`config.mk`:
```
export PLATFORM = sky130hd
export DESIGN_NAME = peripheral_event_flags_low
export DESIGN_NICKNAME = d
export VERILOG_FILES = /design/src/rtl/event_flags_pkg.sv /design/src/rtl/sticky_flag_bank.sv /design/src/rtl/peripheral_event_flags_low.sv
export SDC_FILE = /design/constraint.sdc
export NUM_CORES = 1
export LEC_CHECK = 0
export BUFFER_PORTS_ARGS = -buffer_cell sky130_fd_sc_hd__buf_2
export CELL_PAD_IN_SITES_DETAIL_PLACEMENT = 1
export CELL_PAD_IN_SITES_GLOBAL_PLACEMENT = 2
export CORE_AREA = 5 5 172 91
export DETAILED_ROUTE_END_ITERATION = 10
export DIE_AREA = 0 0 177 96
export PLACE_DENSITY_LB_ADDON = 0.1
export SLEW_MARGIN = 30
export SYNTH_ARGS = -nofsm -noshare
export SYNTH_HDL_FRONTEND = slang
export SYNTH_HIERARCHICAL = 1
export SYNTH_SLANG_ARGS = --single-unit
```
`constraint.sdc`:
```
create_clock -name clk_i -period 2.25 [get_ports clk_i]
set_input_delay 0.45 -clock clk_i [delete_from_list [all_inputs] [get_ports clk_i]]
set_output_delay 0.45 -clock clk_i [all_outputs]
set_load 0.01 [all_outputs]
```
`src/rtl/event_flags_pkg.sv`:
```
// Constants for the peripheral event flag block: bit positions, register
// offsets, field layouts, mode codes and reset values.
// Assumes a classic Wishbone slave with 32-bit data and byte addresses.
//
// Overview of operation
// - Serial transfer done sets serial flag, bit 3.
// - Serial flag holds until software clears it.
// - Finished requested start sets serial flag.
// - Finished requested stop sets serial flag.
// - Finished requested repeated start sets serial flag.
// - Finished requested acknowledge sets serial flag.
// - Bus start seen while idle sets flag.
// - Bus stop seen while idle sets flag.
// - Capture event sets capture/compare flag, bit 2.
// - Compare equality sets capture/compare flag, sticky.
// - Timer8 period match sets bit 1, sticky.
// - Timer16 rollover sets bit 0, sticky.
// - Flags set regardless of any enable.
// - Unimplemented flag register bits read zero.
// - All flags clear to zero at reset.
package event_flags_pkg;

  localparam int FLAG_W = 4;
  localparam int ADDR_W = 8;
  localparam int DATA_W = 32;
  localparam int SEL_W = DATA_W / 8;
  localparam int LANE_W = 8;

  // Flag positions in the flag register.
  localparam int OVF_BIT = 0;
  localparam int PERIOD_BIT = 1;
  localparam int CCP_BIT = 2;
  localparam int SERIAL_BIT = 3;

  // Register byte offsets.
  localparam logic [ADDR_W-1:0] FLAGS_OFS = 8'h00;
  localparam logic [ADDR_W-1:0] MASK_OFS = 8'h04;
  localparam logic [ADDR_W-1:0] MODE_OFS = 8'h08;
  localparam logic [ADDR_W-1:0] CMP_OFS = 8'h0C;
  localparam logic [ADDR_W-1:0] FORCE_OFS = 8'h10;
  localparam logic [ADDR_W-1:0] CAP_OFS = 8'h14;

  // Capture/compare mode field, bits 1:0 of the mode register.
  localparam int MODE_W = 2;
  localparam logic [MODE_W-1:0] MODE_OFF = 2'h0;
  localparam logic [MODE_W-1:0] MODE_CAPTURE = 2'h1;
  localparam logic [MODE_W-1:0] MODE_COMPARE = 2'h2;
  localparam logic [MODE_W-1:0] MODE_PWM = 2'h3;

  // Reset values.
  localparam logic [FLAG_W-1:0] FLAGS_RST = 4'h0;
  localparam logic [FLAG_W-1:0] MASK_RST = 4'h0;
  localparam logic [MODE_W-1:0] MODE_RST = MODE_OFF;
  localparam logic [DATA_W-1:0] DATA_ZERO = 32'h0000_0000;

endpackage : event_flags_pkg

```
`src/rtl/sticky_flag_bank.sv`:
```
// Bank of sticky flags: a set input per bit and a clear input per bit.
// Assumes set and clear pulses come from logic on the same clock.
`timescale 1ns/100ps

module sticky_flag_bank #(
  parameter int WIDTH = 4
) (
  input wire logic clk_i,
  input wire logic rst_i,
  input wire logic [WIDTH-1:0] set_i,
  input wire logic [WIDTH-1:0] clr_i,
  output logic [WIDTH-1:0] flags_o
);

  initial begin
    if (WIDTH < 1) begin
      $error("sticky_flag_bank: WIDTH must be at least one");
    end
    // The reset word is only as wide as the flag register.
    if (WIDTH > event_flags_pkg::FLAG_W) begin
      $error("sticky_flag_bank: WIDTH wider than the flag register");
    end
  end

  typedef struct packed {
    logic [WIDTH-1:0] flags;
  } bank_state_t;

  bank_state_t st_r;
  bank_state_t st_nxt;

  always_comb begin
    st_nxt = st_r;
    for (int i = 0; i < WIDTH; i++) begin
      // A set in the same cycle as a clear leaves the flag set.
      if (set_i[i]) begin
        st_nxt.flags[i] = 1'b1;
      end else if (clr_i[i]) begin
        st_nxt.flags[i] = 1'b0;
      end else begin
        st_nxt.flags[i] = st_r.flags[i];
      end
    end
  end

  always_ff @(posedge clk_i) begin
    if (rst_i) begin
      st_r.flags <= event_flags_pkg::FLAGS_RST[WIDTH-1:0];
    end else begin
      st_r <= st_nxt;
    end
  end

  assign flags_o = st_r.flags;

endmodule : sticky_flag_bank

```
`src/rtl/peripheral_event_flags_low.sv`:
```
// Peripheral event flag register, lower half: four sticky flags set by the
// serial module, the capture/compare unit and the two timers, a mask
// register and one level interrupt output, all behind a Wishbone slave.
// Assumes every event input comes from logic on clk_i, so no input is
// synchronised; event strobes are one-cycle pulses.
//
// Register access over Wishbone and the register addresses were chosen for this implementation.
`timescale 1ns/100ps

module peripheral_event_flags_low #(
  parameter int T16_W = 16,
  parameter int T8_W = 8
) (
  input wire logic clk_i,
  input wire logic rst_i,
  // Wishbone classic slave.
  input wire logic wb_cyc_i,
  input wire logic wb_stb_i,
  input wire logic wb_we_i,
  input wire logic [event_flags_pkg::ADDR_W-1:0] wb_adr_i,
  input wire logic [event_flags_pkg::SEL_W-1:0] wb_sel_i,
  input wire logic [event_flags_pkg::DATA_W-1:0] wb_dat_i,
  output logic [event_flags_pkg::DATA_W-1:0] wb_dat_o,
  output logic wb_ack_o,
  // Synchronous serial module events.
  input wire logic serial_xfer_done_i,
  input wire logic i2c_master_mode_i,
  input wire logic i2c_start_done_i,
  input wire logic i2c_stop_done_i,
  input wire logic i2c_restart_done_i,
  input wire logic i2c_ack_done_i,
  input wire logic serial_idle_i,
  input wire logic bus_start_seen_i,
  input wire logic bus_stop_seen_i,
  // Capture/compare unit and timers.
  input wire logic capture_strobe_i,
  input wire logic [T16_W-1:0] timer16_count_i,
  input wire logic [T8_W-1:0] timer8_count_i,
  input wire logic [T8_W-1:0] timer8_period_i,
  // Flag view and interrupt.
  output logic [event_flags_pkg::FLAG_W-1:0] flags_o,
  output logic irq_o
);

  localparam int FW = event_flags_pkg::FLAG_W;
  localparam int DW = event_flags_pkg::DATA_W;
  localparam int MW = event_flags_pkg::MODE_W;
  localparam logic [T16_W-1:0] T16_MAX = {T16_W{1'b1}};
  localparam logic [T16_W-1:0] T16_ZERO = {T16_W{1'b0}};
  localparam logic [T8_W-1:0] T8_ZERO = {T8_W{1'b0}};

  initial begin
    if (T16_W < 2 || T16_W > DW) begin
      $error("peripheral_event_flags_low: T16_W out of range");
    end
    if (T8_W < 1 || T8_W > DW) begin
      $error("peripheral_event_flags_low: T8_W out of range");
    end
  end

  typedef struct packed {
    logic ack;
    logic [DW-1:0] rdata;
    logic [FW-1:0] mask;
    logic [MW-1:0] mode;
    logic [T16_W-1:0] cmp_val;
    logic [T16_W-1:0] cap_val;
    logic [T16_W-1:0] t16_prev;
    logic t8_eq_prev;
    logic cmp_eq_prev;
    logic [FW-1:0] flags_view;
    logic irq;
  } core_state_t;

  core_state_t st_r;
  core_state_t st_nxt;

  logic [FW-1:0] flags;
  logic [FW-1:0] hw_set;
  logic [FW-1:0] sw_set;
  logic [FW-1:0] sw_clr;
  logic [FW-1:0] set_all;
  logic serial_set;
  logic master_set;
  logic idle_set;
  logic ccp_set;
  logic capture_hit;
  logic compare_hit;
  logic t8_eq;
  logic cmp_eq;
  logic period_set;
  logic ovf_set;
  logic bus_req;
  logic wr_commit;
  logic hit_flags;
  logic hit_mask;
  logic hit_mode;
  logic hit_cmp;
  logic hit_force;
  logic hit_cap;
  logic [DW-1:0] rd_word;
  logic [DW-1:0] mask_merged;
  logic [DW-1:0] mode_merged;
  logic [DW-1:0] cmp_merged;

  // Byte-lane merge of write data onto the old word of a register.
  function automatic logic [DW-1:0] lane_merge(
    input logic [DW-1:0] old_word,
    input logic [DW-1:0] new_word,
    input logic [event_flags_pkg::SEL_W-1:0] sel
  );
    logic [DW-1:0] res;
    res = old_word;
    for (int b = 0; b < DW; b++) begin
      if (sel[b / event_flags_pkg::LANE_W]) begin
        res[b] = new_word[b];
      end
    end
    return res;
  endfunction : lane_merge

  // Serial module events.
  always_comb begin
    master_set = 1'b0;
    idle_set = 1'b0;
    if (i2c_master_mode_i) begin
      if (i2c_start_done_i) begin
        master_set = 1'b1;
      end
      if (i2c_stop_done_i) begin
        master_set = 1'b1;
      end
      if (i2c_restart_done_i) begin
        master_set = 1'b1;
      end
      if (i2c_ack_done_i) begin
        master_set = 1'b1;
      end
    end
    // Bus conditions from another master only count while idle.
    if (serial_idle_i) begin
      if (bus_start_seen_i) begin
        idle_set = 1'b1;
      end
      if (bus_stop_seen_i) begin
        idle_set = 1'b1;
      end
    end
    serial_set = serial_xfer_done_i | master_set | idle_set;
  end

  // Capture/compare and timer events. Equality is edge detected so a
  // timer that dwells on a value through a prescaler sets a flag once.
  always_comb begin
    t8_eq = (timer8_count_i == timer8_period_i);
    cmp_eq = (timer16_count_i == st_r.cmp_val);
    capture_hit = 1'b0;
    compare_hit = 1'b0;
    case (st_r.mode)
      event_flags_pkg::MODE_CAPTURE: begin
        capture_hit = capture_strobe_i;
      end
      event_flags_pkg::MODE_COMPARE: begin
        compare_hit = cmp_eq & ~st_r.cmp_eq_prev;
      end
      default: begin
        capture_hit = 1'b0;
        compare_hit = 1'b0;
      end
    endcase
    ccp_set = capture_hit | compare_hit;
    period_set = t8_eq & ~st_r.t8_eq_prev;
    ovf_set = (st_r.t16_prev == T16_MAX) &&
              (timer16_count_i == T16_ZERO);
  end

  // Sets ignore the mask and any enable elsewhere.
  always_comb begin
    hw_set = '0;
    hw_set[event_flags_pkg::OVF_BIT] = ovf_set;
    hw_set[event_flags_pkg::PERIOD_BIT] = period_set;
    hw_set[event_flags_pkg::CCP_BIT] = ccp_set;
    hw_set[event_flags_pkg::SERIAL_BIT] = serial_set;
  end

  // Bus decode. A write commits only at the edge on which the master sees
  // ack high, so a request that is withdrawn early never changes state.
  // Clear and force act on byte lane 0 only, since all flags live there.
  always_comb begin
    bus_req = wb_cyc_i & wb_stb_i;
    wr_commit = bus_req & st_r.ack & wb_we_i;
    hit_flags = (wb_adr_i == event_flags_pkg::FLAGS_OFS);
    hit_mask = (wb_adr_i == event_flags_pkg::MASK_OFS);
    hit_mode = (wb_adr_i == event_flags_pkg::MODE_OFS);
    hit_cmp = (wb_adr_i == event_flags_pkg::CMP_OFS);
    hit_force = (wb_adr_i == event_flags_pkg::FORCE_OFS);
    hit_cap = (wb_adr_i == event_flags_pkg::CAP_OFS);
    sw_clr = '0;
    sw_set = '0;
    if (wr_commit && hit_flags && wb_sel_i[0]) begin
      sw_clr = wb_dat_i[FW-1:0];
    end
    if (wr_commit && hit_force && wb_sel_i[0]) begin
      sw_set = wb_dat_i[FW-1:0];
    end
    set_all = hw_set | sw_set;
  end

  // Read mux; bits above a register's width and unmapped words read zero.
  always_comb begin
    rd_word = event_flags_pkg::DATA_ZERO;
    if (hit_flags) begin
      rd_word[FW-1:0] = flags;
    end else if (hit_mask) begin
      rd_word[FW-1:0] = st_r.mask;
    end else if (hit_mode) begin
      rd_word[MW-1:0] = st_r.mode;
    end else if (hit_cmp) begin
      rd_word[T16_W-1:0] = st_r.cmp_val;
    end else if (hit_cap) begin
      rd_word[T16_W-1:0] = st_r.cap_val;
    end else begin
      rd_word = event_flags_pkg::DATA_ZERO;
    end
  end

  always_comb begin
    mask_merged = event_flags_pkg::DATA_ZERO;
    mode_merged = event_flags_pkg::DATA_ZERO;
    cmp_merged = event_flags_pkg::DATA_ZERO;
    mask_merged[FW-1:0] = st_r.mask;
    mode_merged[MW-1:0] = st_r.mode;
    cmp_merged[T16_W-1:0] = st_r.cmp_val;
    mask_merged = lane_merge(mask_merged, wb_dat_i, wb_sel_i);
    mode_merged = lane_merge(mode_merged, wb_dat_i, wb_sel_i);
    cmp_merged = lane_merge(cmp_merged, wb_dat_i, wb_sel_i);
  end

  // Next state of the bus slave, the configuration registers and the edge
  // detectors. Read data is captured when the request is first seen and
  // stands for the ack cycle; it returns to zero once the bus is idle.
  // The interrupt and the flag view are registered so that every output
  // comes straight from a flip-flop, one cycle behind the flag bits.
  always_comb begin
    st_nxt = st_r;
    // Ack one cycle after the request, dropped in the following cycle.
    st_nxt.ack = bus_req & ~st_r.ack;
    if (bus_req && !st_r.ack) begin
      st_nxt.rdata = rd_word;
    end else if (!bus_req) begin
      st_nxt.rdata = event_flags_pkg::DATA_ZERO;
    end
    if (wr_commit && hit_mask) begin
      st_nxt.mask = mask_merged[FW-1:0];
    end
    if (wr_commit && hit_mode) begin
      st_nxt.mode = mode_merged[MW-1:0];
    end
    if (wr_commit && hit_cmp) begin
      st_nxt.cmp_val = cmp_merged[T16_W-1:0];
    end
    if (capture_hit) begin
      st_nxt.cap_val = timer16_count_i;
    end
    st_nxt.t16_prev = timer16_count_i;
    st_nxt.t8_eq_prev = t8_eq;
    st_nxt.cmp_eq_prev = cmp_eq;
    st_nxt.flags_view = flags;
    st_nxt.irq = |(flags & st_r.mask);
  end

  always_ff @(posedge clk_i) begin
    if (rst_i) begin
      st_r.ack <= 1'b0;
      st_r.rdata <= event_flags_pkg::DATA_ZERO;
      st_r.mask <= event_flags_pkg::MASK_RST;
      st_r.mode <= event_flags_pkg::MODE_RST;
      st_r.cmp_val <= T16_ZERO;
      st_r.cap_val <= T16_ZERO;
      st_r.t16_prev <= T16_ZERO;
      st_r.t8_eq_prev <= 1'b0;
      st_r.cmp_eq_prev <= 1'b0;
      st_r.flags_view <= event_flags_pkg::FLAGS_RST;
      st_r.irq <= 1'b0;
    end else begin
      st_r <= st_nxt;
    end
  end

  sticky_flag_bank #(
    .WIDTH(FW)
  ) u_flags (
    .clk_i(clk_i),
    .rst_i(rst_i),
    .set_i(set_all),
    .clr_i(sw_clr),
    .flags_o(flags)
  );

  assign wb_ack_o = st_r.ack;
  assign wb_dat_o = st_r.rdata;
  assign flags_o = st_r.flags_view;
  assign irq_o = st_r.irq;

endmodule : peripheral_event_flags_low

```
==> results.py <==
metrics = {
    "route": {
        "drcViolationCount": 0,
        "avgViaCountPerCell": 4.69,
        "drt_wl_total_mm": 13.2,
        "postRouteAntennaNets": 0,
        "avgRoutedWirePerCell_um": 18.0,
        "drtIter0Drc": 200,
        "num_vias": 3435,
        "firstDrtPassIters": 4,
    },
    "yosys": {
        "yosysSeqAreaShare_pct": 43.0,
        "synth_compound_area_share_pct": 18.3,
        "synth.avg_cell_area_um2": 8.44,
        "synthAdderAreaFrac_pct": 0,
        "yosys-mux-area-fraction_pct": 0,
        "synthSimpleGateAreaFrac_pct": 22.0,
        "ys_ff_latch": 82,
        "yosys.area_share.xor_xnor_pct": 5.50,
        "syn_area_um2": 3820,
        "syn_inst": 453,
        "synth-edff-count": 0,
        "yosys_warnings": 6,
        "dominantRegCellSynth": "dfxtp_1",
        "async_flop_share_pct": 0,
        "synth_cell_types": 41,
        "synth_top_family_by_area": "simple AND/OR/NAND/NOR gates",
    },
    "global_routing": {
        "grt_usage_pct": 15.8,
        "antenna_found_initial": 0,
        "grt_max_degree": 69,
        "gr-total-overflow": 0,
        "grt_pass1_wl_mm": 20.2,
        "grt_pass1_vias": 3460,
    },
    "timing": {
        "slew_viol_final": 0,
        "postLayoutSetupSlackWorst_ns": 0.407,
        "max_freq_mhz": 543,
        "setup_tns_ns": 0,
        "worst_slew_pin_slew_ns": 0.751,
        "fin_crit_sh_pct": 81.9,
        "setup_viol": 0,
        "holdWs_ns": 0.371,
        "rsz0062_at_grt": "false",
        "hold_viol": 0,
        "relSlewSlack_pct": 49.9,
        "skew_ns": 0.0101,
        "fin_crit_ns": 1.84,
    },
    "clock_tree": {
        "cts_root_buf": "clkbuf_16",
        "clk_latency_ns": 0.34,
        "cts_resized": 0,
        "h-tree-depth": 3,
        "cts_hold_buf": 0,
        "cts_setup_buffers": 0,
        "clk_pin_slew_ns": 0.06,
        "numCtsBuffers": 9,
        "cts_buffer_depth": 2,
        "cts.sink_count": 82,
        "cts_tree": "done",
    },
    "setup_path": {
        "crit_arrival_ns": 2.04,
        "crit_slowest_cell": "or4_4",
        "cp_max_fo": 8,
        "cp-end-kind": "register",
        "cp.required_ns": 2.44,
        "worst-setup-path-type": "in2reg",
        "slowest_delay_ns": 0.53,
        "crit_chain": "buf_2 > or4_4 > buf_4 > or3_1 > o21ai_1 > a21oi_1",
        "start_kind": "primary input",
    },
    "floorplanning": {
        "start_util_pct": 27.2,
        "dieArea_um2": 17000,
        "die_w_um": 177,
        "coreArea_um2": 14000,
        "die_h_um": 96,
        "ios": 129,
        "num_rows": 31,
    },
    "placement": {
        "io_buffer_count": 94,
        "dp.cells": 716,
        "placed_area_um2": 4330,
        "pre_cts_slack_ns": 0.0590,
        "place_hpwl_mm": 10.3,
        "place_congestion": 0.719,
    },
    "min_path": {
        "min_path_type": "in2reg",
    },
    "power": {
        "power_density_nw_per_um2": 714,
        "p_leak_nw": 1.82,
        "power_mw": 3.32,
        "irDropWorstVdd_v": 0.000369,
    },
    "finish": {
        "areaGrowthSynthToFinish_pct": 21.8,
        "drive_gt1_share_pct": 24.7,
        "final_util_pct": 33.1,
        "final_area_um2": 4650,
        "nets": 620,
        "final_cells": 733,
    },
    "job": {
        "cap_violations": 0,
    },
    "run_status": {
        "status": "completed",
    },
}
## layer usage
layer  up-vias  track usage, %  routed length (µm)
met1      1650            25.2                7540
met4         0            3.28                 111
met2        85            21.0                4930
met5         -               0                   0
li1       1689               -                   -
met3        11            3.73                 579
## registers in the layout, indices dropped and copies added, names as in the netlist
signal           cells
irq_o                1
wb_ack_o             1
flags_o              4
wb_dat_o            16
st_r                56
u_flags/flags_o      4
## power by group
| part | switching, mW | internal (mW) | total (mW) |
|---|---|---|---|
| Sequential | 0.00725 | 1.47 | 1.48 |
| Clock | 0.598 | 1.00 | 1.60 |
| Combinational | 0.151 | 0.0917 | 0.242 |
| Total | 0.756 | 2.57 | 3.32 |
## final timing paths
check,slack [ns],to,from,cells after the start
setup reg to reg,0.53,u_flags/flags_o[0]$_SDFFE_PP0P_,wb_ack_o$_SDFF_PP0_,6
hold reg to reg,0.45,wb_dat_o[8]$_SDFFE_PP0P_,wb_dat_o[8]$_SDFFE_PP0P_,2
hold / removal,0.37,st_r[51]$_SDFFE_PP0P_,wb_dat_i[12],3
setup / recovery,0.41,st_r[49]$_SDFFE_PP0P_,wb_adr_i[0],6
## cells by family after synthesis
group           count (synthesis)
flops                          82
other cells                     1
compound gates                117
simple gates                  160
buf+inv                        69
xor+xnor                       24
## placed cells by master (no fill, tap or decap), types with 2 or more instances in the layout
cell and count:
o2111ai_1 3, buf_4 17, clkinvlp_4 2, clkbuf_1 2
a22oi_1 14, buf_2 94, nand2_1 51, a32oi_1 2
and3_1 8, and2_1 3, o21ai_1 18, a21oi_1 47
nor2b_1 24, clkbuf_16 9, o21bai_1 2, a2111oi_2 2
dfxtp_1 82, conb_1 16, nor4_1 12, a222oi_1 2
nand2b_1 6, nor3_1 2, inv_1 8, nand3b_1 3
bufinv_16 2, xor2_1 24, nand4_1 7, o2bb2ai_1 2
nor2_1 11, o21ai_0 20, nand3_1 24, a2bb2oi_1 2
## cells in the mapped netlist, types with 4 or more instances
cell	n	area share (%)
nand4_1	7	1.1
nand2_1	51	5.0
nand3_1	24	3.1
nor4_1	12	2.0
dfxtp_1	82	43
and3_1	8	1.3
nor2_1	11	1.1
a22oi_1	14	2.8
o21ai_1	18	2.4
a21oi_1	47	6.2
buf_4	36	7.1
nand2b_1	6	0.98
nor2b_1	25	4.1
inv_1	8	0.79
o21ai_0	20	2.6
buf_6	4	1.2
xor2_1	24	5.5
clkbuf_1	19	1.9
## worst max-delay path: cells and delay by family
kind	cells	cell delay, ns
buffers and inverters	2	0.27
AND/OR/NAND/NOR	2	1.02
AO/OA/AOI/OAI	2	0.28
## area by class of cell
cell class / count / area, µm²
Sequential cell: 82 / 1640
Tap cell: 198 / 248
Inverter: 8 / 30.0
Multi-Input combinational cell: 317 / 1810
Clock buffer: 12 / 246
Antenna cell: 1 / 2.50
Fill cell: 1695 / 9390
Timing Repair Buffer: 111 / 598
Clock inverter: 4 / 75.1
Note: power is estimated with default switching activity, not from simulation.
